<file path="src/include/oms_pkg.sv">
package oms_pkg;

  // Operating mode after decode of the guard pin and the two mode straps.
  typedef enum logic [2:0] {
    OMS_EXT0 = 3'h0,
    OMS_EXT1 = 3'h1,
    OMS_EXT2 = 3'h3,
    OMS_SINGLE = 3'h2,
    OMS_BOOT = 3'h6,
    OMS_USER_PROG = 3'h7,
    OMS_INVALID = 3'h5
  } oms_mode_t;

  // External bus width codes.
  localparam logic [1:0] OMS_BUS_NONE = 2'h0;
  localparam logic [1:0] OMS_BUS_8 = 2'h1;
  localparam logic [1:0] OMS_BUS_16 = 2'h2;
  localparam logic [1:0] OMS_BUS_32 = 2'h3;

  // Clock ratio codes: value is log2 of the multiplier.
  localparam logic [1:0] OMS_MUL_1 = 2'h0;
  localparam logic [1:0] OMS_MUL_2 = 2'h1;
  localparam logic [1:0] OMS_MUL_4 = 2'h2;

  // Address map.
  localparam logic [31:0] OMS_ROM_BASE = 32'h00000000;
  localparam logic [31:0] OMS_ROM_LAST = 32'h0003FFFF;
  localparam logic [31:0] OMS_CS0_ON_ROM_BASE = 32'h00200000;
  localparam logic [31:0] OMS_CS1_BASE = 32'h00400000;
  localparam logic [31:0] OMS_CS2_BASE = 32'h00800000;
  localparam logic [31:0] OMS_CS3_BASE = 32'h00C00000;
  localparam logic [31:0] OMS_CS_LAST = 32'h00FFFFFF;
  localparam logic [31:0] OMS_CS4_BASE = 32'h01000000;
  localparam logic [31:0] OMS_CS4_ON_ROM_BASE = 32'h01200000;
  localparam logic [31:0] OMS_CS4_LAST = 32'h013FFFFF;
  localparam logic [31:0] OMS_CS5_BASE = 32'h01400000;
  localparam logic [31:0] OMS_CS7_LAST = 32'h01FFFFFF;
  localparam logic [31:0] OMS_PERIPH_BASE = 32'hFFFF8000;
  localparam logic [31:0] OMS_PERIPH_LAST = 32'hFFFFBFFF;
  localparam logic [31:0] OMS_RAM_BASE = 32'hFFFFE000;
  localparam logic [31:0] OMS_CS_SPAN_SHIFT = 32'h00000016;

  // Module standby mask after reset; bit set means held in standby.
  localparam int OMS_STBY_W = 8;
  localparam logic [7:0] OMS_STBY_RESET = 8'hFF;

  // Address decode result carried as one bundle.
  typedef struct packed {
    logic rom;
    logic ram;
    logic periph;
    logic [7:0] cs;
    logic reserved;
  } oms_region_t;

  // Decoded configuration carried as one bundle.
  typedef struct packed {
    oms_mode_t mode;
    logic rom_enable;
    logic ext_bus_enable;
    logic [1:0] cs0_width;
    logic [1:0] sys_mul;
    logic [1:0] per_mul;
    logic flash_prog_allow;
  } oms_config_t;

endpackage

</file>
<file path="src/oms_decode.sv">
// How it works
// - The operating mode is taken from the two operating-mode straps.
// - The clock multiplication mode is taken from the two clock-mode straps.
// - Flash programming and erasing are permitted only when the guard allows.
// - Mode 0 puts spaces zero and four outside, 8-bit narrow, 16-bit wide.
// - Mode 1 puts spaces zero and four outside, 16-bit narrow, 32-bit wide.
// - Mode 2 enables the internal ROM and still allows space zero externally.
// - Single-chip mode frees all port pins and never drives the address bus.
// - The system clock is the input clock times one, two or four.
// - With ROM on, 0x00000000 to 0x0003FFFF go to the 256-kbyte ROM.
// - With ROM off, spaces one to three are 4-Mbyte windows from 0x00400000.
// - The top 8 kbytes from 0xFFFFE000 always decode to internal RAM.
// - All eight modules stay in standby after reset until software releases them.
// - With guard high codes 00 to 11 give modes 0 to 3; low gives boot for 00, user for 10, invalid for 01 and 11.
// - Clock codes give system x1 x2 x4 x4 and peripheral x1 x2 x4 x2.
`timescale 1ns/10ps
`default_nettype none
module oms_decode #(
  parameter bit WIDE_VARIANT = 1'b0
) (
  input wire logic clock,
  input wire logic nrst,
  input wire logic op_mode_sel_low,
  input wire logic op_mode_sel_high,
  input wire logic clk_mode_sel_low,
  input wire logic clk_mode_sel_high,
  input wire logic flash_write_guard_pin,
  input wire logic [31:0] addr,
  input wire logic [oms_pkg::OMS_STBY_W-1:0] standby_release,
  output oms_pkg::oms_config_t cfg,
  output oms_pkg::oms_region_t region,
  output logic [oms_pkg::OMS_STBY_W-1:0] module_standby
);

  logic [4:0] straps;
  logic [4:0] next_straps;
  oms_pkg::oms_config_t next_cfg;
  oms_pkg::oms_region_t next_region;
  logic [oms_pkg::OMS_STBY_W-1:0] next_module_standby;
  logic captured;
  logic next_captured;
  logic guard;
  logic [1:0] opm;
  logic [1:0] ckm;

  // Straps are only sampled on the first clock edge after reset release, so a glitch on the pins
  // during run time cannot move the address map under running code.
  always_comb
  begin
    next_straps = straps;
    next_captured = 1'b1;
    if (!captured)
      next_straps = {flash_write_guard_pin, clk_mode_sel_high,
                     clk_mode_sel_low, op_mode_sel_high, op_mode_sel_low};
  end

  // The reset value of straps is a constant; the real levels are caught by
  // the first clock edge after release, then frozen by the capture flag.
  always_ff @(posedge clock or negedge nrst)
  begin
    if (!nrst)
    begin
      straps <= 5'h10;
      captured <= 1'b0;
    end
    else
    begin
      straps <= next_straps;
      captured <= next_captured;
    end
  end

  assign guard = straps[4];
  assign opm = straps[1:0];
  assign ckm = straps[3:2];

  always_comb
  begin
    next_cfg = '0;
    next_cfg.mode = oms_pkg::OMS_INVALID;
    case ({guard, opm})
      3'h4: next_cfg.mode = oms_pkg::OMS_EXT0;
      3'h5: next_cfg.mode = oms_pkg::OMS_EXT1;
      3'h6: next_cfg.mode = oms_pkg::OMS_EXT2;
      3'h7: next_cfg.mode = oms_pkg::OMS_SINGLE;
      3'h0: next_cfg.mode = oms_pkg::OMS_BOOT;
      3'h2: next_cfg.mode = oms_pkg::OMS_USER_PROG;
      default: next_cfg.mode = oms_pkg::OMS_INVALID;
    endcase
    case (next_cfg.mode)
      oms_pkg::OMS_EXT0:
      begin
        next_cfg.ext_bus_enable = 1'b1;
        next_cfg.cs0_width = WIDE_VARIANT ? oms_pkg::OMS_BUS_16
                                          : oms_pkg::OMS_BUS_8;
      end
      oms_pkg::OMS_EXT1:
      begin
        next_cfg.ext_bus_enable = 1'b1;
        next_cfg.cs0_width = WIDE_VARIANT ? oms_pkg::OMS_BUS_32
                                          : oms_pkg::OMS_BUS_16;
      end
      oms_pkg::OMS_EXT2, oms_pkg::OMS_BOOT, oms_pkg::OMS_USER_PROG:
      begin
        // Width then belongs to the bus controller; 8 bits is its default.
        next_cfg.rom_enable = 1'b1;
        next_cfg.ext_bus_enable = 1'b1;
        next_cfg.cs0_width = oms_pkg::OMS_BUS_8;
      end
      oms_pkg::OMS_SINGLE:
      begin
        next_cfg.rom_enable = 1'b1;
        next_cfg.ext_bus_enable = 1'b0;
        next_cfg.cs0_width = oms_pkg::OMS_BUS_NONE;
      end
      default:
      begin
        next_cfg.ext_bus_enable = 1'b0;
      end
    endcase
    case (ckm)
      2'h0:
      begin
        next_cfg.sys_mul = oms_pkg::OMS_MUL_1;
        next_cfg.per_mul = oms_pkg::OMS_MUL_1;
      end
      2'h1:
      begin
        next_cfg.sys_mul = oms_pkg::OMS_MUL_2;
        next_cfg.per_mul = oms_pkg::OMS_MUL_2;
      end
      2'h2:
      begin
        next_cfg.sys_mul = oms_pkg::OMS_MUL_4;
        next_cfg.per_mul = oms_pkg::OMS_MUL_4;
      end
      default:
      begin
        next_cfg.sys_mul = oms_pkg::OMS_MUL_4;
        next_cfg.per_mul = oms_pkg::OMS_MUL_2;
      end
    endcase
    // Only the two programming modes with the guard low allow writes.
    next_cfg.flash_prog_allow = !guard &&
      (next_cfg.mode == oms_pkg::OMS_BOOT ||
       next_cfg.mode == oms_pkg::OMS_USER_PROG);
  end

  // Address decode works on the frozen configuration, one cycle of latency.
  always_comb
  begin
    next_region = '0;
    if (addr >= oms_pkg::OMS_RAM_BASE)
      next_region.ram = 1'b1;
    else if (addr >= oms_pkg::OMS_PERIPH_BASE &&
             addr <= oms_pkg::OMS_PERIPH_LAST)
      next_region.periph = 1'b1;
    else if (cfg.rom_enable && addr <= oms_pkg::OMS_ROM_LAST)
      next_region.rom = 1'b1;
    else if (!cfg.ext_bus_enable)
      next_region.reserved = 1'b1;
    else if (addr <= oms_pkg::OMS_CS_LAST)
    begin
      if (addr < oms_pkg::OMS_CS1_BASE)
      begin
        if (!cfg.rom_enable || addr >= oms_pkg::OMS_CS0_ON_ROM_BASE)
          next_region.cs[0] = 1'b1;
        else
          next_region.reserved = 1'b1;
      end
      else
        next_region.cs[addr[23:22]] = 1'b1;
    end
    else if (addr <= oms_pkg::OMS_CS4_LAST)
    begin
      if (!cfg.rom_enable || addr >= oms_pkg::OMS_CS4_ON_ROM_BASE)
        next_region.cs[4] = 1'b1;
      else
        next_region.reserved = 1'b1;
    end
    else if (addr <= oms_pkg::OMS_CS7_LAST)
      next_region.cs[3'(addr[24:22])] = 1'b1;
    else
      next_region.reserved = 1'b1;
  end

  // Standby bits set at reset and are cleared only by a software release.
  always_comb
  begin
    next_module_standby = module_standby & ~standby_release;
  end

  always_ff @(posedge clock or negedge nrst)
  begin
    if (!nrst)
    begin
      cfg <= '0;
      region <= '0;
      module_standby <= oms_pkg::OMS_STBY_RESET;
    end
    else
    begin
      cfg <= next_cfg;
      region <= next_region;
      module_standby <= next_module_standby;
    end
  end

endmodule
`default_nettype wire

</file>
<file path="config.mk">
export PLATFORM = sky130hd
export DESIGN_NAME = oms_decode
export DESIGN_NICKNAME = d
export VERILOG_FILES = /design/src/include/oms_pkg.sv /design/src/oms_decode.sv
export SDC_FILE = /design/constraint.sdc
export NUM_CORES = 1
export LEC_CHECK = 0
export BUFFER_PORTS_ARGS = -buffer_cell sky130_fd_sc_hd__buf_4
export CAP_MARGIN = 20
export CORE_UTILIZATION = 45
export DETAILED_ROUTE_END_ITERATION = 7
export HOLD_SLACK_MARGIN = 0.12
export PLACE_DENSITY = 0.83
export SLEW_MARGIN = 20
export SYNTH_ARGS = -nofsm -noshare
export SYNTH_HDL_FRONTEND = slang
export SYNTH_SLANG_ARGS = --single-unit
</file>
<file path="constraint.sdc">
create_clock -name clock -period 2 [get_ports clock]
set_input_delay 0.4 -clock clock [delete_from_list [all_inputs] [get_ports clock]]
set_output_delay 0.4 -clock clock [all_outputs]
set_load 0.1 [all_outputs]
</file>
* After elaboration in Yosys (flattened, before gate mapping)
Index checks and enable logic that the tools add are counted.
Operators by class: equal/unequal tests 12, add/subtract/negate cells 0, muxes and demuxes 33, magnitude comparators 14, reductions and logical operators 16, bitwise logic cells 2, multiply operators 0, shift-type cells 0, div/mod/pow operators 0
Operators with widths (number):
- $ge A32 B32 Y1 const B | 2
- $le A32 B25 Y1 const B | 2
- $ge A32 B22 Y1 const B | 1
- $ge A32 B25 Y1 const B | 1
- $le A32 B18 Y1 const B | 1
- $le A32 B24 Y1 const B | 1
- $le A32 B32 Y1 const B | 1
- $lt A32 B23 Y1 const B | 1
- $mux W9 | 3
- $mux W1 | 19
- $eq A3 B3 Y1 const B | 6
- $pmux W3 S6 | 1
- $mux W8 | 2
- $pmux W4 S3 | 1
- $mux W10 | 1
- $eq A3 B2 Y1 const B | 3
- $and A8 B8 Y8 | 1
- $not A8 Y8 | 1
- $reduce_or A4 Y1 | 2
- $logic_not A3 Y1 | 2
- $mux W3 | 2
- $logic_and A1 B1 Y1 | 5
- $reduce_or A5 Y1 | 1
- $lt A2 B4 Y1 const B | 1
- other kinds (13) | 16
Word-level totals: RAM bits 0, bits of input ports 47, flip-flop bits (word level) 38, logic and storage cells 92, memories kept 0, latch bits 0, memory bits (read-only) 0

* Depth between registers and ports, before layout
Gate-level depths: netlist (run 1).
depth in word-level cells 11, mapped depth 4, gate-level depth less buffers 4

* Worst setup path after synthesis (run 1)
Ideal clock, no wire load.
kind reg2reg, start point reg, netlist name cfg[10], end point reg region[0] (netlist name), cell stages (with the launch flop) 4, arrival time 1645 ps, setup slack 234 ps, cell sequence dfrtp_1 -> nor4b_2 -> a31oi_1 -> o22a_1
RTL lines:
- to (signal assigned) | line oms_decode.sv:204 | region <= next_region;
- to (decl) | line oms_decode.sv:31 | output oms_pkg::oms_region_t region,

* Worst setup path after layout (run 1)
start point reg module_standby[6] (netlist name), end point out module_standby[6] (netlist name)
RTL lines:
- from (decl) | line oms_decode.sv:32 | output logic [oms_pkg::OMS_STBY_W-1:0] module_standby
- from (signal assigned) | line oms_decode.sv:199 | module_standby <= oms_pkg::OMS_STBY_RESET;
- from (signal assigned) | line oms_decode.sv:205 | module_standby <= next_module_standby;
No word-level cell between the ends.

==> impl_metrics.yaml, run 1 <==
drt:
  vias: 986
  routed_via_density: 4.91
  drt_wl_total_um: 2610
  first_pass_iters: 4
  antenna_left: 0
  wl_per_cell_um: 13.0
  drcViolationCount: 0
  first_iter_violations: 5
grt:
  first_global_vias: 1014
  grt_pass1_wl_um: 4310
  antenna_found_initial: 0
  grt_overflow_total: 0
  grt_max_degree: 38
  grt_usage_pct: 18.6
timing:
  finalSetupTns_ns: 0
  fmax_ghz: 0.641
  skew_ns: 0.00716
  fin_crit_ns: 1.56
  finalHoldViolCount: 0
  rsz0062_at_grt: "no"
  fin_crit_sh_pct: 78.0
  setup_viol: 0
  slew_viol_final: 0
critical_path:
  critPathMaxStageDelay_ns: 0.55
  cp_max_fo: 2
  cp_cell_sequence: "buf_4"
  reg2reg_depth: 3
  startpoint_type: "flop"
  crit_cells: 1
  crit_required_ns: 1.60
  endpoint_kind: "primary output"
  crit_slowest_cell: "dfstp_2"
  crit_buf_inv: 1
  cp_top_family: "flip-flops"
  crit_type: "flop to primary output"
  critPathArrivalTime_ns: 1.16
cts:
  htreeDepth: 2
  clock_latency_ns: 0.33
  clock-sinks: 37
  cts_tree: "built"
  root_buffer: "clkbuf_4"
  cts_buffers: 5
  cts.clk_slew.worst_paths_ns: 0.11
  cts_setup_buffers: 0
  cts_buffer_depth: 2
run_status:
  outcome: "complete, no violations"
yosys:
  synth_seq_cells: 37
  syn_inst: 99
  yosysWarnings: 0
  synth-compound-area-share_pct: 2.28
  muxShareOfSynthArea_pct: 5.14
  syn_area_mm2: 0.00132
  synthAdderAreaFrac_pct: 0
  avgSynthCellArea_um2: 13.3
  seq_area_frac_synth_pct: 71.3
  synth_cell_types: 21
  synthSimpleGateAreaFrac_pct: 19.0
  synth_xor_area_share_pct: 0
  synth_top_family_by_area: "simple AND/OR/NAND/NOR gates"
  syn_nets: 146
place:
  place_congestion: 0.841
  io_buffers: 65
  placedCellCount: 192
  place_area_mm2: 0.00183
  dp_hpwl_um: 1970
power:
  comb_power_share_pct: 21.0
  finalPower_mw: 1.80
  seqPwrFrac_pct: 44.9
  ir_drop_mv: 0.757
  p_per_area_mw_per_mm2: 928
  swShare_pct: 29.1
  p_leak_nw: 0.941
  clockPowerShare_pct: 34.1
  internal-power_mw: 1.28
  power_switching_uw: 524
die:
  rows: 19
  die_y_um: 56.1
  die_w_um: 56.1
  io_pins: 79
  dieArea_mm2: 0.00314
  coreArea_mm2: 0.00276
  initial_core_util_pct: 47.7
cells_and_area:
  regArea_um2: 937
  diodes: 0
  area_growth_syn_to_layout_pct: 47.5
  nets: 216
  multi_input_area_um2: 352
  fillers: 215
  layout_common_cells: "65 x buf_4, 28 x dfrtp_1, 12 x nor2b_1"
  drive_gt1_share_pct: 52.9
  final_cell_area_mm2: 0.00194
  final_core_util_pct: 70.3
  final_common_cell: "buf_4"
  finalNonFillerCells: 201
worst_hold_path:
  hp-class: "input pin to flop"
  hold-path-cell-count: 2
run:
  drv_cap: 0
final timing paths:
| check | from | endpoint | slack, ns |
|---|---|---|---|
| max reg2reg | cfg[10] | region[5] | 0.73 |
| min | standby_release[1] | module_standby[1] | 0.17 |
| min reg2reg | straps[2] | cfg[1] | 0.43 |
| max in group asynchronous | nrst | module_standby[4] | 1.12 |
| min in group asynchronous | nrst | region[10] | 0.55 |
| max | module_standby[6] | module_standby[6] | 0.44 |
state kept, by name (all words and copies together), names as in the netlist:
register	cells
region	12
captured	1
cfg	11
straps	5
module_standby	8
through the flow:
stage / setup slack [ns] / hold WS [ns]
6_report: 0.439 / 0.170
5_1_grt: 0.388 / 0.134
4_1_cts: 0.414 / 0.144
3_5_place_dp: 0.528 / 0.380
3_3_place_gp: 0.597 / 0.364
2_1_floorplan: 0.234 / 0.104
power by group through the flow:
| stage | logic, mW | clock network, mW | registers (mW) |
|---|---|---|---|
| global route | 0.392 | 0.671 | 0.813 |
| detailed placement | 0.378 | 0 | 0.822 |
| floorplan | 0.0716 | 0 | 1.00 |
| finish | 0.378 | 0.614 | 0.808 |
| global placement | 0.371 | 0 | 0.821 |
| CTS | 0.380 | 0.637 | 0.809 |
cells by family after synthesis:
family | count (synthesis)
AOI/OAI and AO/OA | 5
muxes | 6
and+or+nand+nor | 44
other | 1
DFF | 37
buffers and inverters | 6
cells in the mapped netlist (all sizes together):
cell type	instances	area (µm²)
nor2	10	37.5
dfrtp	28	701
o21ai	3	15.0
and4	1	8.76
clkbuf	2	7.51
mux2	6	67.6
o22a	1	8.76
a31oi	1	6.26
buf	1	7.51
nand3b	1	7.51
nand2	4	15.0
nor4b	1	15.0
nor2b	12	75.1
nand4	3	18.8
nand3	4	20.0
conb	1	3.75
nor4	1	12.5
nor3	6	30.0
dfstp	9	236
or4b	1	10.0
inv	3	11.3
layout make-up:
class                   instances  area share [%]
flip-flops and latches         37            48.3
repair buffers                 66            25.7
multi-input cells              56            18.1
clock inverters                 3            3.35
well taps                      31            2.00
clock buffers                   5            1.94
inverters                       3           0.581
per-layer routing:
layer,vias to the layer above,part of all wire (%),track usage [%]
met3,8,4.5,5.12
met1,479,36,17.7
li1,471,-,-
met4,0,2.3,12.2
met5,-,0,0
met2,28,57,34.4
what timing repair did:
action / in CTS / in global routing
hold endpoints to repair: 28 / 0
hold buffers: 1 / 0
resized for setup: 0 / 0
Power figures use the tool's default switching activity.
==> inputs of run 2 (changes only) <==
--- a/config.mk
+++ b/config.mk
@@ -7,10 +7,10 @@
 export LEC_CHECK = 0
 export BUFFER_PORTS_ARGS = -buffer_cell sky130_fd_sc_hd__buf_4
 export CAP_MARGIN = 20
-export CORE_UTILIZATION = 45
+export CORE_UTILIZATION = 38
 export DETAILED_ROUTE_END_ITERATION = 7
 export HOLD_SLACK_MARGIN = 0.12
-export PLACE_DENSITY = 0.83
+export PLACE_DENSITY = 0.75
 export SLEW_MARGIN = 20
 export SYNTH_ARGS = -nofsm -noshare
 export SYNTH_HDL_FRONTEND = slang
==> constraint.sdc (replaced) <==
create_clock -name clock -period 1.3 [get_ports clock]
set_input_delay 0.26 -clock clock [delete_from_list [all_inputs] [get_ports clock]]
set_output_delay 0.26 -clock clock [all_outputs]
set_load 0.1 [all_outputs]
==> run 2 against run 1 <==
The flow now finishes with violations (negative setup slack); count of clock-buffer cells in the layout increased by 2; via count increased by 5.6%; global-route usage decreased by 0.64 points; clock skew decreased by 0.0040 ns; sequential share of layout area decreased by 5.4 points; die area increased by 18%; utilization decreased by 1.3 points; non-clock buffer count increased by 10; register-to-register slack got worse by 0.77 ns; wire length increased by 16%; sequential power increased by 55%; setup slack got worse by 0.52 ns; highest routed layer unchanged.
==> impl_metrics.yaml, run 2 (synthesized netlist as in run 1, its figures left out) <==
cells_and_area:
  layout_common_cells: "54 x buf_4, 26 x dfrtp_1, 12 x nor2b_1"
  largest_register_ffs: 12
  final_common_cell: "buf_4"
  final_cell_area_mm2: 0.00219
  diodes: 0
  area_growth_syn_to_layout_pct: 66.9
  regMostFlops: "region"
  drive_gt1_share_pct: 52.8
  nets: 226
  largestRegisters: "region: 12 flops, cfg: 11 flops, module_standby: 8 flops"
timing:
  finalSetupTns_ns: -0.509
  fin_crit_sh_pct: 106
  fin_ws_ns: -0.0802
  fin_crit_ns: 1.38
  skew_ns: 0.00315
  setup_viol: 12
  rsz0062_at_grt: "yes"
  fmax_ghz: 0.725
  finalHoldViolCount: 0
  slew_viol_final: 0
worst_hold_path:
  hp-class: "input pin to flop"
  hold-path-cell-count: 2
critical_path:
  critPathArrivalTime_ns: 1.12
  crit_buf_inv: 2
  crit_type: "flop to primary output"
  startpoint_type: "flop"
  endpoint_kind: "primary output"
  critPathMaxStageDelay_ns: 0.49
  cp_cell_sequence: "buf_6, buf_12"
  reg2reg_depth: 3
  crit_required_ns: 1.04
  cp_top_family: "flip-flops"
  crit_cells: 2
  cp_max_fo: 2
  crit_slowest_cell: "dfrtp_4"
power:
  comb_power_share_pct: 24.2
  seqPwrFrac_pct: 46.0
  swShare_pct: 30.4
  clockPowerShare_pct: 29.8
  internal-power_mw: 1.89
  power_switching_uw: 825
  ir_drop_mv: 0.676
  p_leak_nw: 1.01
  p_per_area_mw_per_mm2: 1240
cts:
  root_buffer: "clkbuf_4"
  clock-sinks: 37
  clock_latency_ns: 0.33
  cts.clk_slew.worst_paths_ns: 0.10
  cts_buffers: 5
  cts_tree: "built"
  cts_buffer_depth: 2
  htreeDepth: 2
drt:
  routed_via_density: 4.65
  antenna_left: 0
  first_iter_violations: 25
  first_pass_iters: 4
  drt_wl_total_um: 3020
  wl_per_cell_um: 13.5
  vias: 1041
  drcViolationCount: 0
grt:
  grt_usage_pct: 18.0
  grt_pass1_wl_um: 4550
  grt_overflow_total: 0
  first_global_vias: 1053
  antenna_found_initial: 0
  grt_max_degree: 38
die:
  coreArea_mm2: 0.00318
  die_w_um: 60.8
  dieArea_mm2: 0.00370
  io_pins: 79
  initial_core_util_pct: 41.4
  die_y_um: 60.8
  rows: 20
place:
  place_congestion: 0.737
  dp_hpwl_um: 2000
  io_buffers: 65
  place_area_mm2: 0.00186
run:
  drv_cap: 0
run_status:
  violations: "negative setup slack"
  outcome: "complete, but fails checks"
## run 2: cell types whose count changed in the layout (fill, tap and decap cells not counted), moves of 2 or more
| cell | before | now |
|---|---|---|
| buf_12 | 0 | 10 |
| dfrtp_1 | 28 | 26 |
| buf_4 | 65 | 54 |
| nor2_1 | 10 | 8 |
| nor2_2 | 0 | 2 |
| dlygate4sd3_1 | 1 | 10 |
## run 2: repair_timing
item / in CTS / in global routing
pin swaps: 0 / 1
gates resized for setup: 32 / 4
setup buffers: 0 / 0
hold buffers: 10 / 0
endpoints found under the hold margin: 37 / 0
setup endpoints to repair: 13 / 13
## run 2: cell type report
class | count | area (µm²)
Clock buffer | 7 | 55.1
Clock inverter | 1 | 30.0
Fill cell | 213 | 983
Inverter | 3 | 11.3
Multi-Input combinational cell | 56 | 369
Sequential cell | 37 | 942
Tap cell | 44 | 55.1
Timing Repair Buffer | 76 | 732
## run 2: worst register-to-register path: cells and delay by family, from the launching register on
family           cells  cell delay [ns]
and+or+nand+nor      3             0.79
DFF                  1             0.49
## run 2: power by group through the flow
stage	clock network, mW	logic, mW	registers, mW
2_1_floorplan	0	0.112	1.55
3_3_place_gp	0	0.587	1.27
3_5_place_dp	0	0.594	1.27
4_1_cts	0.832	0.653	1.25
5_1_grt	0.891	0.685	1.26
6_report	0.810	0.657	1.25
## run 2: worst paths after layout
kind	endpoint	slack [ns]	from
worst min register to register	cfg[1]	0.43	straps[2]
worst max register to register	region[5]	-0.04	cfg[10]
max in group asynchronous	cfg[10]	0.54	nrst
min in group asynchronous	region[1]	0.41	nrst
worst min-delay path	straps[3]	0.15	clk_mode_sel_high
worst max-delay path	cfg[10]	-0.08	cfg[10]
## run 2: per-layer routing
layer / global-route usage [%] / wire length [µm]
met5: 0 / 0
met4: 10.7 / 87
met3: 6.82 / 210
met2: 32.5 / 1620
met1: 17.2 / 1100
## run 2: stage by stage
| stage | hold slack, ns | cells | setup slack, ns | utilization (%) | power [mW] |
|---|---|---|---|---|---|
| after floorplan | -0.0356 | 99 | -0.128 | - | 1.66 |
| after global placement | 0.226 | 206 | 0.0317 | 58.7 | 1.85 |
| after detailed placement | 0.239 | 206 | 0.00295 | 58.7 | 1.86 |
| after CTS | 0.136 | 224 | -0.0962 | 68.7 | 2.73 |
| after global routing | 0.123 | 224 | -0.124 | 69.1 | 2.83 |
| final | 0.151 | 224 | -0.0802 | 69.1 | 2.72 |
==> inputs of run 3 (changes only) <==
==> constraint.sdc (replaced) <==
create_clock -name clock -period 1.3 [get_ports clock]
set_input_delay 0.065 -clock clock [delete_from_list [all_inputs] [get_ports clock]]
set_output_delay 0.065 -clock clock [all_outputs]
set_load 0.1 [all_outputs]
==> run 3 against run 2 <==
The flow still finishes with violations (negative setup slack); critical path depth rose by 3; sequential share of layout area fell by 2.6 points; final cell count rose by 9.4%; clock power rose by 21%; via count rose by 9.4%; count of clock-buffer cells in the layout fell by 2; critical endpoint is now region[8].
==> impl_metrics.yaml, run 3 (synthesized netlist as in run 1, its figures left out) <==
run_status:
  outcome: "complete, but fails checks"
  violations: "negative setup slack"
timing:
  fin_ws_ns: -0.142
  setup_viol: 4
  rsz0062_at_grt: "yes"
  fin_crit_ns: 1.44
  fin_crit_sh_pct: 111
  fmax_ghz: 0.693
  slew_viol_final: 0
  skew_ns: 0.0121
  finalHoldViolCount: 0
drt:
  first_pass_iters: 6
  first_iter_violations: 10
  drt_wl_total_um: 3390
  vias: 1139
  routed_via_density: 4.65
  wl_per_cell_um: 13.8
  antenna_left: 0
  drcViolationCount: 0
cells_and_area:
  diodes: 0
  finalNonFillerCells: 245
  regArea_um2: 942
  regMostFlops: "region"
  layout_common_cells: "63 x buf_4, 27 x dlygate4sd3_1, 26 x dfrtp_1"
  final_cell_area_mm2: 0.00234
  final_common_cell: "buf_4"
  largestRegisters: "region: 12 flops, cfg: 11 flops, module_standby: 8 flops"
  fillers: 206
  area_growth_syn_to_layout_pct: 77.6
  multi_input_area_um2: 395
  nets: 247
  drive_gt1_share_pct: 49.8
  largest_register_ffs: 12
die:
  initial_core_util_pct: 41.4
  die_w_um: 60.8
  io_pins: 79
  rows: 20
  dieArea_mm2: 0.00370
  die_y_um: 60.8
  coreArea_mm2: 0.00318
critical_path:
  reg2reg_depth: 3
  cp-endpoint: "region[8]"
  cp_max_fo: 3
  endpoint_kind: "flop"
  crit_type: "input pin to flop"
  startpoint_type: "input pin"
  r2r_start: "cfg[10]"
  crit_path_start: "addr[24]"
  crit_required_ns: 1.55
  rrSetupSlack_ns: -0.01
  regToRegEndpoint: "region[1]"
  critPathArrivalTime_ns: 1.69
place:
  place_area_mm2: 0.00186
  dp_hpwl_um: 1900
  place_congestion: 0.748
  dp_slack_ns: 0.0378
  io_buffers: 65
  placedCellCount: 206
run:
  drv_cap: 0
power:
  p_per_area_mw_per_mm2: 1240
  ir_drop_mv: 0.738
  finalPower_mw: 2.90
  p_leak_nw: 1.12
cts:
  root_buffer: "clkbuf_4"
  cts_buffer_depth: 2
  cts.clk_slew.worst_paths_ns: 0.11
  clock-sinks: 37
  cts_buffers: 5
  cts_tree: "built"
  htreeDepth: 2
  clock_latency_ns: 0.33
grt:
  grt_overflow_total: 0
  first_global_vias: 1109
  grt_pass1_wl_um: 4560
  grt_usage_pct: 17.7
  antenna_found_initial: 0
  grt_max_degree: 38
worst_hold_path:
  hp-class: "input pin to flop"
run 3: changes by cell type in the layout (fill, tap and decap cells not counted), moves of 2 or more:
cell,previous run,this run
buf_4,54,63
nor2_1,8,10
nor2_2,2,0
nor3_1,6,3
buf_12,10,0
buf_6,1,4
dlygate4sd3_1,10,27
nor3_2,0,3
dlymetal6s4s_1,0,3
run 3: power by group:
part	internal (mW)	switching, mW
Sequential	1.21	0.0351
Clock	0.605	0.374
Combinational	0.225	0.451
run 3: stage by stage:
stage / setup TNS, ns / hold WS (ns) / util [%]
floorplan: -0.274 / -0.231 / -
global placement: 0 / 0.0297 / 58.7
detailed placement: 0 / 0.0366 / 58.7
CTS: 0 / 0.108 / 71.5
global route: -0.312 / -0.00461 / 73.5
finish: -0.292 / 0.0109 / 73.5
run 3: critical path, cell delays in order:
cell and delay [ns]:
buf_4 0.09, dlygate4sd3_1 0.60, nand3_2 0.12, dlygate4sd3_1 0.64
nor2_1 0.17
run 3: worst min-delay path by stage:
| stage | startpoint | end | cells after the start |
|---|---|---|---|
| after CTS | addr[25] | region[7] | 4 |
| after global routing | addr[21] | region[11] | 4 |
| final | addr[21] | region[11] | 4 |
| after floorplan | nrst | captured | 0 |
| after detailed placement | nrst | region[11] | 1 |
| after global placement | nrst | region[1] | 1 |
run 3: layer usage:
metal  up-vias  wire [µm]  global-route usage, %  share of wire [%]
met2        41       1890                   30.9                 56
met4         0        109                   12.3                3.2
met5         -          0                      0                  0
met1       550       1250                   17.7                 37
li1        538          -                      -                  -
met3        10        144                   6.18                4.2
run 3: final cells by class:
cell class / count / area share [%]
clock buffers: 5 / 1.61
clock inverters: 3 / 2.95
inverters: 3 / 0.482
multi-input cells: 56 / 16.9
flip-flops and latches: 37 / 40.3
well taps: 44 / 2.36
repair buffers: 97 / 35.4
run 3: repair_timing:
item | in CTS | in global routing
resized for setup | 0 | 14
setup endpoints to repair | 0 | 10
setup buffers | 0 | 1
endpoints found under the hold margin | 62 | 4
hold buffers | 30 | 1
